**config.mk**
```make
export PLATFORM = sky130hd
export DESIGN_NAME = aeis_bank
export DESIGN_NICKNAME = d
export VERILOG_FILES = /design/src/rtl/aeis_pkg.sv /design/src/rtl/aeis_bank.sv
export SDC_FILE = /design/constraint.sdc
export NUM_CORES = 1
export LEC_CHECK = 0
export BUFFER_PORTS_ARGS = -buffer_cell sky130_fd_sc_hd__buf_4
export CAP_MARGIN = 20
export CELL_PAD_IN_SITES_DETAIL_PLACEMENT = 1
export CELL_PAD_IN_SITES_GLOBAL_PLACEMENT = 2
export CORE_ASPECT_RATIO = 0.75
export CORE_MARGIN = 2
export CORE_UTILIZATION = 33
export CTS_CLUSTER_DIAMETER = 30
export DETAILED_ROUTE_END_ITERATION = 8
export PLACE_DENSITY_LB_ADDON = 0.1
export SYNTH_ARGS = -nofsm -noshare
export SYNTH_HDL_FRONTEND = slang
export SYNTH_SLANG_ARGS = --single-unit
export TNS_END_PERCENT = 20
```
**constraint.sdc**
```tcl
create_clock -name mclk -period 4.45 [get_ports mclk]
set_clock_uncertainty 0.05 [all_clocks]
set_input_delay 0.445 -clock mclk [delete_from_list [all_inputs] [get_ports mclk]]
set_output_delay 0.445 -clock mclk [all_outputs]
set_load 0.1 [all_outputs]
```
**src/rtl/aeis_pkg.sv**
```systemverilog
// Constants and carrier types for the per-axis error and interrupt-cause status bank
package aeis_pkg;
  localparam int NAXIS = 4;
  localparam logic [3:0] ADDR_ERR_HOME = 4'h0;
  localparam logic [3:0] ADDR_CAUSE = 4'h1;
  localparam logic [3:0] ADDR_CAUSE_LO = 4'h2;
  localparam logic [3:0] ADDR_CAUSE_HI = 4'h3;
  localparam logic [3:0] ADDR_IRQ_EN = 4'h4;
  localparam logic [3:0] ADDR_CFG = 4'h5;
  localparam logic [15:0] RST_WORD = 16'h0000;
  localparam logic [15:0] ERR_MASK = 16'h1FBF;
  localparam logic [9:0] IEN_RST = 10'h000;
  localparam logic [3:0] CFG_RST = 4'h0;
  localparam int CFG_SLP_EN = 0;
  localparam int CFG_SLM_EN = 1;
  localparam int CFG_ALM_EN = 2;
  localparam int CFG_PULSE_POS = 3;

  // Per-axis drive-side events and levels
  typedef struct packed {
    logic drv_plus;
    logic drv_minus;
    logic drive_end;
    logic pulse;
    logic [31:0] pos;
    logic [31:0] comp_hi;
    logic [31:0] comp_lo;
    logic accdec;
    logic const_zone;
    logic home_done;
    logic home_err;
    logic [4:0] home_step;
    logic sync_start;
    logic lim_plus_act;
    logic lim_minus_act;
    logic alarm_act;
  } aeis_axis_in_t;

  typedef enum logic [1:0] {
    AEIS_IDLE = 2'b00,
    AEIS_RUN_P = 2'b01,
    AEIS_RUN_M = 2'b10
  } aeis_drv_t;
endpackage : aeis_pkg

```
**src/rtl/aeis_bank.sv**
```systemverilog
// Per-axis error/home status and interrupt-cause registers with interrupt output
`timescale 1ns/100ps
module aeis_bank (
  // Clock and reset
  input wire logic mclk,
  input wire logic rstn,
  // Register port
  input wire logic [1:0] axis_sel,
  input wire logic [3:0] addr,
  input wire logic [15:0] wdata,
  input wire logic wr,
  input wire logic rd,
  output logic [15:0] rdata,
  // Drive side
  input aeis_pkg::aeis_axis_in_t ax_in [aeis_pkg::NAXIS],
  input wire logic [3:0] drive_req_plus,
  input wire logic [3:0] drive_req_minus,
  input wire logic emg_n,
  output logic [3:0] drive_grant,
  output logic [3:0] stop_req,
  output logic [3:0] err_summary,
  output logic irq_n
);
  logic [15:0] err_reg [aeis_pkg::NAXIS];
  logic [9:0] cause [aeis_pkg::NAXIS];
  logic [9:0] ien [aeis_pkg::NAXIS];
  logic [3:0] cfg [aeis_pkg::NAXIS];
  logic [3:0] blk_p;
  logic [3:0] blk_m;
  logic [3:0] ge_lo_q;
  logic [3:0] gt_hi_q;
  logic [3:0] cz_q;
  logic [3:0] lt_hi_q;
  logic irq_any;
  logic [9:0] ev [aeis_pkg::NAXIS];
  logic [15:0] next_err [aeis_pkg::NAXIS];
  logic [3:0] clr_hit;

  // Signed greater-than used by several compare checks
  function automatic logic sgt(input logic [31:0] a, input logic [31:0] b);
    sgt = $signed(a) > $signed(b);
  endfunction : sgt

  // Next cause word; a fresh event wins over a read clear in the same cycle
  function automatic logic [9:0] merge_cause(input logic clr, input logic [9:0] cur,
                                             input logic [9:0] evt);
    merge_cause = (clr ? 10'h000 : cur) | evt;
  endfunction : merge_cause

  // Error word and cause events, combinational per axis
  always_comb begin
    for (int i = 0; i < aeis_pkg::NAXIS; i++) begin
      next_err[i] = aeis_pkg::RST_WORD;
      next_err[i][0] = cfg[i][aeis_pkg::CFG_SLP_EN] && ax_in[i].drv_plus
                       && sgt(ax_in[i].pos, ax_in[i].comp_hi);
      next_err[i][1] = cfg[i][aeis_pkg::CFG_SLM_EN] && ax_in[i].drv_minus
                       && sgt(ax_in[i].comp_lo, ax_in[i].pos);
      next_err[i][2] = ax_in[i].lim_plus_act;
      next_err[i][3] = ax_in[i].lim_minus_act;
      next_err[i][4] = cfg[i][aeis_pkg::CFG_ALM_EN] && ax_in[i].alarm_act;
      next_err[i][5] = !emg_n;
      next_err[i][7] = ax_in[i].home_err;
      next_err[i][12:8] = ax_in[i].home_step;
      next_err[i] = next_err[i] & aeis_pkg::ERR_MASK;
      ev[i] = '0;
      ev[i][0] = ax_in[i].pulse && cfg[i][aeis_pkg::CFG_PULSE_POS];
      ev[i][1] = !ge_lo_q[i] && !sgt(ax_in[i].comp_lo, ax_in[i].pos);
      ev[i][2] = ge_lo_q[i] && sgt(ax_in[i].comp_lo, ax_in[i].pos);
      ev[i][3] = !lt_hi_q[i] && sgt(ax_in[i].comp_hi, ax_in[i].pos);
      ev[i][4] = !gt_hi_q[i] && sgt(ax_in[i].pos, ax_in[i].comp_hi);
      ev[i][5] = ax_in[i].accdec && cz_q[i] && !ax_in[i].const_zone;
      ev[i][6] = ax_in[i].accdec && !cz_q[i] && ax_in[i].const_zone;
      ev[i][7] = ax_in[i].drive_end;
      ev[i][8] = ax_in[i].home_done;
      ev[i][9] = ax_in[i].sync_start;
      ev[i] = ev[i] & ien[i];
    end
  end

  // Read clear: word read, or low-byte read clears both bytes
  always_comb begin
    clr_hit = '0;
    if (rd && (addr == aeis_pkg::ADDR_CAUSE || addr == aeis_pkg::ADDR_CAUSE_LO)) begin
      clr_hit[axis_sel] = 1'b1;
    end
  end

  // Compare history for crossing detection
  always_ff @(posedge mclk or negedge rstn) begin
    if (!rstn) begin
      ge_lo_q <= '0;
      gt_hi_q <= '0;
      lt_hi_q <= '0;
      cz_q <= '0;
    end else begin
      for (int i = 0; i < aeis_pkg::NAXIS; i++) begin
        ge_lo_q[i] <= !sgt(ax_in[i].comp_lo, ax_in[i].pos);
        gt_hi_q[i] <= sgt(ax_in[i].pos, ax_in[i].comp_hi);
        lt_hi_q[i] <= sgt(ax_in[i].comp_hi, ax_in[i].pos); // Own history, so equal is not lost
        cz_q[i] <= ax_in[i].const_zone;
      end
    end
  end

  // Status registers, one set per axis
  always_ff @(posedge mclk or negedge rstn) begin
    if (!rstn) begin
      for (int i = 0; i < aeis_pkg::NAXIS; i++) begin
        err_reg[i] <= aeis_pkg::RST_WORD;
      end
    end else begin
      for (int i = 0; i < aeis_pkg::NAXIS; i++) begin
        err_reg[i] <= next_err[i];
      end
    end
  end

  // Cause bits: a new event wins over a read clear in the same cycle
  always_ff @(posedge mclk or negedge rstn) begin
    if (!rstn) begin
      for (int i = 0; i < aeis_pkg::NAXIS; i++) begin
        cause[i] <= '0;
      end
    end else begin
      for (int i = 0; i < aeis_pkg::NAXIS; i++) begin
        cause[i] <= merge_cause(clr_hit[i], cause[i], ev[i]);
      end
    end
  end

  // Software writable enables and configuration
  always_ff @(posedge mclk or negedge rstn) begin
    if (!rstn) begin
      for (int i = 0; i < aeis_pkg::NAXIS; i++) begin
        ien[i] <= aeis_pkg::IEN_RST;
        cfg[i] <= aeis_pkg::CFG_RST;
      end
    end else if (wr) begin
      if (addr == aeis_pkg::ADDR_IRQ_EN) ien[axis_sel] <= wdata[9:0];
      if (addr == aeis_pkg::ADDR_CFG) cfg[axis_sel] <= wdata[3:0];
    end
  end

  // Limit stop and same-direction lockout; unlocks on a drive the other way
  always_ff @(posedge mclk or negedge rstn) begin
    if (!rstn) begin
      blk_p <= '0;
      blk_m <= '0;
      stop_req <= '0;
      drive_grant <= '0;
    end else begin
      for (int i = 0; i < aeis_pkg::NAXIS; i++) begin
        stop_req[i] <= (ax_in[i].drv_plus && (next_err[i][0] || next_err[i][2]))
                    || (ax_in[i].drv_minus && (next_err[i][1] || next_err[i][3]));
        if (ax_in[i].drv_plus && (next_err[i][0] || next_err[i][2])) blk_p[i] <= 1'b1;
        else if (drive_req_minus[i]) blk_p[i] <= 1'b0;
        if (ax_in[i].drv_minus && (next_err[i][1] || next_err[i][3])) blk_m[i] <= 1'b1;
        else if (drive_req_plus[i]) blk_m[i] <= 1'b0;
        drive_grant[i] <= (drive_req_plus[i] && !blk_p[i])
                       || (drive_req_minus[i] && !blk_m[i]);
      end
    end
  end

  // Any pending or arriving cause on any axis keeps the pin asserted
  always_comb begin
    irq_any = 1'b0;
    for (int i = 0; i < aeis_pkg::NAXIS; i++) begin
      irq_any = irq_any || (|merge_cause(clr_hit[i], cause[i], ev[i]));
    end
  end

  // Summary and interrupt outputs
  always_ff @(posedge mclk or negedge rstn) begin
    if (!rstn) begin
      err_summary <= '0;
      irq_n <= 1'b1;
    end else begin
      for (int i = 0; i < aeis_pkg::NAXIS; i++) begin
        err_summary[i] <= |next_err[i][7:0];
      end
      irq_n <= !irq_any;
    end
  end

  // Read data, one cycle after the strobe
  always_ff @(posedge mclk or negedge rstn) begin
    if (!rstn) begin
      rdata <= aeis_pkg::RST_WORD;
    end else if (rd) begin
      case (addr)
        aeis_pkg::ADDR_ERR_HOME: rdata <= err_reg[axis_sel];
        aeis_pkg::ADDR_CAUSE: rdata <= {6'h00, cause[axis_sel]};
        aeis_pkg::ADDR_CAUSE_LO: rdata <= {8'h00, cause[axis_sel][7:0]};
        aeis_pkg::ADDR_CAUSE_HI: rdata <= {14'h0000, cause[axis_sel][9:8]};
        aeis_pkg::ADDR_IRQ_EN: rdata <= {6'h00, ien[axis_sel]};
        aeis_pkg::ADDR_CFG: rdata <= {12'h000, cfg[axis_sel]};
        default: rdata <= aeis_pkg::RST_WORD;
      endcase
    end else begin
      rdata <= aeis_pkg::RST_WORD;
    end
  end

  // Per-axis checks; one copy of the set runs on every axis
  for (genvar g = 0; g < aeis_pkg::NAXIS; g++) begin : g_axis_chk
    // Summary follows the error byte with the same one-cycle lag
    chk_err_summary: assert property (@(posedge mclk) disable iff (!rstn)
      1'b1 |=> err_summary[g] == |$past(next_err[g][7:0]))
      else $error("summary mismatch");
    // Unused positions must never leak a value
    chk_reserved_zero: assert property (@(posedge mclk) disable iff (!rstn)
      (err_reg[g][15:13] == 3'h0) && !err_reg[g][6])
      else $error("reserved bits set");
    // Home search step is shown as given
    chk_home_step: assert property (@(posedge mclk) disable iff (!rstn)
      1'b1 |=> err_reg[g][12:8] == $past(ax_in[g].home_step))
      else $error("home step mismatch");
    // Plus soft limit past the upper compare
    chk_soft_plus: assert property (@(posedge mclk) disable iff (!rstn)
      cfg[g][aeis_pkg::CFG_SLP_EN] && ax_in[g].drv_plus
      && sgt(ax_in[g].pos, ax_in[g].comp_hi) |=> err_reg[g][0])
      else $error("soft plus missing");
    // Minus soft limit below the lower compare
    chk_soft_minus: assert property (@(posedge mclk) disable iff (!rstn)
      cfg[g][aeis_pkg::CFG_SLM_EN] && ax_in[g].drv_minus
      && sgt(ax_in[g].comp_lo, ax_in[g].pos) |=> err_reg[g][1])
      else $error("soft minus missing");
    // No plus soft limit unless driving plus
    chk_soft_rev: assert property (@(posedge mclk) disable iff (!rstn)
      !ax_in[g].drv_plus |=> !err_reg[g][0])
      else $error("soft limit in reverse");
    // No minus soft limit unless driving minus
    chk_soft_rev_minus: assert property (@(posedge mclk) disable iff (!rstn)
      !ax_in[g].drv_minus |=> !err_reg[g][1])
      else $error("soft minus in reverse");
    // Hardware limits are shown as levels
    chk_hard_plus: assert property (@(posedge mclk) disable iff (!rstn)
      ax_in[g].lim_plus_act |=> err_reg[g][2])
      else $error("hard limit missing");
    // Minus hardware limit level
    chk_hard_minus: assert property (@(posedge mclk) disable iff (!rstn)
      ax_in[g].lim_minus_act |=> err_reg[g][3])
      else $error("hard minus missing");
    // Alarm shows only once enabled
    chk_alarm_bit: assert property (@(posedge mclk) disable iff (!rstn)
      cfg[g][aeis_pkg::CFG_ALM_EN] && ax_in[g].alarm_act |=> err_reg[g][4])
      else $error("alarm missing");
    // A disabled alarm stays hidden
    chk_alarm_off: assert property (@(posedge mclk) disable iff (!rstn)
      !cfg[g][aeis_pkg::CFG_ALM_EN] |=> !err_reg[g][4])
      else $error("alarm while disabled");
    // Emergency stop is shared by all axes
    chk_emg_bit: assert property (@(posedge mclk) disable iff (!rstn)
      !emg_n |=> err_reg[g][5])
      else $error("emergency bit missing");
    // Home search error flag
    chk_home_error: assert property (@(posedge mclk) disable iff (!rstn)
      ax_in[g].home_err |=> err_reg[g][7])
      else $error("home error missing");
    // Plus limit stops the drive and blocks a plus-only restart
    chk_stop_limit: assert property (@(posedge mclk) disable iff (!rstn)
      ax_in[g].drv_plus && ax_in[g].lim_plus_act |=> stop_req[g] ##1
      !(drive_grant[g] && $past(drive_req_plus[g]) && !$past(drive_req_minus[g])))
      else $error("limit stop missing");
    // Minus limit stops the drive
    chk_stop_minus: assert property (@(posedge mclk) disable iff (!rstn)
      ax_in[g].drv_minus && ax_in[g].lim_minus_act |=> stop_req[g])
      else $error("minus stop missing");
    // Locked plus direction is never granted
    chk_lockout: assert property (@(posedge mclk) disable iff (!rstn)
      blk_p[g] && drive_req_plus[g] && !drive_req_minus[g] |=> !drive_grant[g])
      else $error("locked drive granted");
    // Locked minus direction is never granted
    chk_lockout_minus: assert property (@(posedge mclk) disable iff (!rstn)
      blk_m[g] && drive_req_minus[g] && !drive_req_plus[g] |=> !drive_grant[g])
      else $error("locked minus granted");
    // A clearing read with no new event empties the word
    chk_read_clears: assert property (@(posedge mclk) disable iff (!rstn)
      clr_hit[g] && ev[g] == 10'h000 |=> cause[g] == 10'h000)
      else $error("cause not cleared");
    // Drive end is recorded
    chk_event_sets: assert property (@(posedge mclk) disable iff (!rstn)
      ev[g][7] |=> cause[g][7])
      else $error("drive end lost");
    // Every event lands in its own bit
    chk_cause_sets: assert property (@(posedge mclk) disable iff (!rstn)
      ev[g] != 10'h000 |=> (cause[g] & $past(ev[g])) == $past(ev[g]))
      else $error("event lost");
    // Pulse cause with positive pulse logic
    chk_pulse_cause: assert property (@(posedge mclk) disable iff (!rstn)
      ax_in[g].pulse && cfg[g][aeis_pkg::CFG_PULSE_POS] && ien[g][0] |=> cause[g][0])
      else $error("pulse cause lost");
    // Count reaches the lower compare
    chk_ge_lo_cross: assert property (@(posedge mclk) disable iff (!rstn)
      ien[g][1] && !ge_lo_q[g] && !sgt(ax_in[g].comp_lo, ax_in[g].pos) |=> cause[g][1])
      else $error("lower rise lost");
    // Count drops below the lower compare
    chk_lt_lo_cross: assert property (@(posedge mclk) disable iff (!rstn)
      ien[g][2] && ge_lo_q[g] && sgt(ax_in[g].comp_lo, ax_in[g].pos) |=> cause[g][2])
      else $error("lower fall lost");
    // Count drops below the upper compare
    chk_lt_hi_cross: assert property (@(posedge mclk) disable iff (!rstn)
      ien[g][3] && !lt_hi_q[g] && sgt(ax_in[g].comp_hi, ax_in[g].pos) |=> cause[g][3])
      else $error("upper fall lost");
    // Count rises above the upper compare
    chk_gt_hi_cross: assert property (@(posedge mclk) disable iff (!rstn)
      ien[g][4] && !gt_hi_q[g] && sgt(ax_in[g].pos, ax_in[g].comp_hi) |=> cause[g][4])
      else $error("upper rise lost");
    // Constant zone start
    chk_const_start: assert property (@(posedge mclk) disable iff (!rstn)
      ien[g][6] && ax_in[g].accdec && !cz_q[g] && ax_in[g].const_zone |=> cause[g][6])
      else $error("zone start lost");
    // Constant zone end
    chk_const_end: assert property (@(posedge mclk) disable iff (!rstn)
      ien[g][5] && ax_in[g].accdec && cz_q[g] && !ax_in[g].const_zone |=> cause[g][5])
      else $error("zone end lost");
    // Home search end
    chk_home_cause: assert property (@(posedge mclk) disable iff (!rstn)
      ien[g][8] && ax_in[g].home_done |=> cause[g][8])
      else $error("home end lost");
    // Pending cause holds the pin low
    chk_irq_low: assert property (@(posedge mclk) disable iff (!rstn)
      (cause[g] != 10'h000) && !clr_hit[g] |=> !irq_n)
      else $error("irq not asserted");
    // Masked causes raise nothing
    chk_masked_quiet: assert property (@(posedge mclk) disable iff (!rstn)
      ien[g] == 10'h000 |-> ev[g] == 10'h000)
      else $error("masked cause raised");
    // Error word read returns the selected axis
    chk_read_err: assert property (@(posedge mclk) disable iff (!rstn)
      rd && (addr == aeis_pkg::ADDR_ERR_HOME) && (axis_sel == g)
      |=> rdata == $past(err_reg[g]))
      else $error("error word read wrong");
    // Cause word read returns the selected axis
    chk_read_cause: assert property (@(posedge mclk) disable iff (!rstn)
      rd && (addr == aeis_pkg::ADDR_CAUSE) && (axis_sel == g)
      |=> rdata == {6'h00, $past(cause[g])})
      else $error("cause read wrong");
  end

  // Main scenarios: clear by read, limit stop, set against clear, high byte, lockout
  cov_clear_read: cover property (@(posedge mclk) disable iff (!rstn) clr_hit[0] && !irq_n);
  cov_limit_stop: cover property (@(posedge mclk) disable iff (!rstn) stop_req[1]);
  cov_set_and_clr: cover property (@(posedge mclk) clr_hit[0] && ev[0] != 10'h000);
  cov_high_byte: cover property (@(posedge mclk) rd && (addr == aeis_pkg::ADDR_CAUSE_HI));
  cov_lockout: cover property (@(posedge mclk) disable iff (!rstn) |blk_p);
endmodule : aeis_bank

```
==> results.toml <==
[final_layout]
nets = 2628
drive_gt1_share_pct = 34.4
largest_reg_flops = 45
final_cell_count_no_fill = 2469
nFillCells = 4758
area_delta_synth_final_pct = 37.1
post-route-util_pct = 45.6

[worst_setup_path]
crit_type = "primary input to register"
worst_setup_path_end_kind = "register"
worstPathRequired_ns = 4.70
cp-startpoint = "ax_in[322]"
crit_chain = "buf_4, inv_1, ha_1, a21oi_1, o21ai_0, a22o_1, or4_1, mux2i_1, nor2_1, or4_1"
cpMostUsedCell = "or4_1"
cp-start-kind = "primary input"
worstReg2RegEnd = "irq_n"
r2r_cells = 8
reg2reg_setup_slack_ns = 1.40
crit_path_max_fanout = 5
setup.worst_path.end = "err_summary[1]"
r2r-start = "cause[38]"
slowest_delay_ns = 0.77
slowest_stage = "mux2i_1"
cp.arrival_ns = 3.52

[global_route]
gr-total-overflow = 0
antenna_found_initial = 4
grt_max_degree = 129
grt_use_total_pct = 23.7
grt_pass1_wl_mm = 78.8
grt_pass1_vias = 13754

[sta]
setup_tns_ns = 0
setup_viol = 0
hold_violations = 0
min_period_ns = 3.27
holdWs_ns = 0.0644
maxSlewViolCount = 0
slew_headroom_pct = 31.0
rsz0062_at_grt = "false"
timing.final.crit_share_pct = 73.4
tightestPinTransition_ns = 1.01
max_freq_mhz = 306

[synthesis]
synth-seq-area-share_pct = 34.3
synthCells = 1367
synthTopCellsByArea = "dfrtp_1, ha_1, mux4_2, mux2_2, inv_1"
syn_area_um2 = 13900
syn_avg_cell_area_um2 = 10.2
synth_ff_type = "dfrtp_1"
yosysUniqueCellTypes = 70
async_flop_share_pct = 100
synth-edff-count = 0
synth_top_area_share_pct = 34.1
ys_ff_latch = 191
yosysWarnings = 0
yosysTopAreaCell = "dfrtp_1"

[placement]
port-buffer-count = 506
dpl.cell_count = 2433
hpwl_mm = 44.7
gp_congestion = 0.877

[routing]
wire_per_inst_um = 21.2
num_vias = 12665
dr.first_iter.drc_count = 524
ant_nets = 0
wl_mm = 52.2
route.detailed.drc = 0
first_pass_iters = 4
via_per_inst = 5.13

[power_and_ir_drop]
power.total_mw = 5.49
cellPowerDensity_nw_per_um2 = 287
max-vdd-ir-drop_mv = 0.252
leakage_nw = 9.91

[floorplanning]
coreArea_um2 = 41900
fp.dieW_um = 241
die_area_um2 = 43900
ios = 516
initial_core_util_pct = 33.3
die_h_um = 182
num_rows = 65

[run]
cap_violations = 0

[cts]
cts.clk_slew.worst_paths_ns = 0.07
root_buffer = "clkbuf_16"
cts_buffers = 17
post_cts_resized = 0
cts_max_level = 4
cts_sinks = 191
cts_hold_buffers = 0
post-cts-setup-buffers = 0
insertion_delay_ns = 0.44
cts_buffer_depth = 2
cts_tree = "built"

[run_status]
status = "completed"

[worst_hold_path]
hold_path_class = "primary input to register"
-- cells by family after synthesis --
family / Yosys count / synth area share, %
compound gates: 278 / 13.0
xor+xnor: 3 / 0.243
fa+ha+maj: 256 / 23.0
buf+inv: 185 / 5.14
flops: 191 / 34.3
mux: 101 / 10.9
other cells: 1 / 0.0269
simple gates: 352 / 13.4
-- where the power goes --
part           internal, mW  switching [mW]
Clock                 0.903           0.696
Sequential             2.01           0.228
Combinational         0.827           0.826
Total                  3.74            1.75
-- worst min path at each step --
stage / from / endpoint / slack (ns) / cells past startpoint
after global placement: blk_m[2] / drive_grant[2] / 0.39 / 1
after CTS: ax_in[233] / err_reg[43] / 0.05 / 1
after detailed placement: blk_m[0] / drive_grant[0] / 0.41 / 1
after global routing: ax_in[233] / err_reg[43] / 0.04 / 1
after floorplan: rstn / blk_m[0] / 0.1 / 0
final: ax_in[233] / err_reg[43] / 0.06 / 1
-- placed cells by master, fill, tap and decap left out, types with 10 or more instances in the layout --
master     Yosys  routed
a21oi_1      103     103
nand4_1       56      56
a22oi_1       13      13
nor2_1        35      35
buf_4          3     517
o21ai_0       45      45
nand4b_1      10      10
a22o_1        19      19
nand3_1       37      37
or4_1         17      17
dfrtp_1      190     190
mux4_2        35      35
a21o_1        29      29
a221oi_1      10      10
nor4_1        16      16
ha_1         256     256
nand2_1      112     112
clkbuf_16      0      17
nor2b_1       13      13
inv_1        161     161
and2_1        10      10
mux2_2        57      57
-- cells in the mapped netlist, drive strengths merged (3+ instances only) --
master and number:
ha 256, dfrtp 190, inv 161, nand2 112
a21oi 103, mux2 57, nand4 56, o21ai 47
nand3 37, mux4 35, nor2 35, a21o 29
a22o 19, nor4 17, or4 17, a22oi 13
buf 13, nor2b 13, and2 12, clkbuf 11
a221oi 10, and3 10, nand4b 10, a211oi 9
mux2i 9, nor3 8, o211ai 7, nand2b 6
nor3b 6, a221o 5, a31oi 4, a32o 4
o22ai 4, a2111oi 3, and4 3, or3 3
-- per-layer routing --
metal | GRT usage [%] | wire, um
met1 | 31.3 | 23400
met2 | 39.2 | 24700
met3 | 5.41 | 3170
met4 | 5.28 | 978
met5 | 0 | 16
-- cell type report --
cell class,count,area (um2),area share (%)
repair buffers,521,3950,20.7
diodes,3,7.51,0.0393
multi-input cells,993,8440,44.2
clock buffers,19,443,2.32
inverters,161,604,3.16
clock inverters,12,158,0.825
flip-flops and latches,191,4780,25.0
well taps,569,712,3.73
-- critical path: cells and delay by family --
family / cells / cell delay, ns
multiplexers: 1 / 0.77
buffers and inverters: 2 / 0.19
AND/OR/NAND/NOR: 3 / 1.35
adder cells (fa/ha/maj): 1 / 0.26
AO/OA/AOI/OAI: 3 / 0.51
-- per-stage QoR --
stage | instance area [um2] | setup slack (ns)
4_1_cts | 19100 | 1.15
6_report | 19100 | 1.18
5_1_grt | 19100 | 0.964
3_5_place_dp | 18500 | 0.709
2_1_floorplan | 13900 | 1.48
3_3_place_gp | 18500 | 0.802
(Power assumes the default switching activity.)
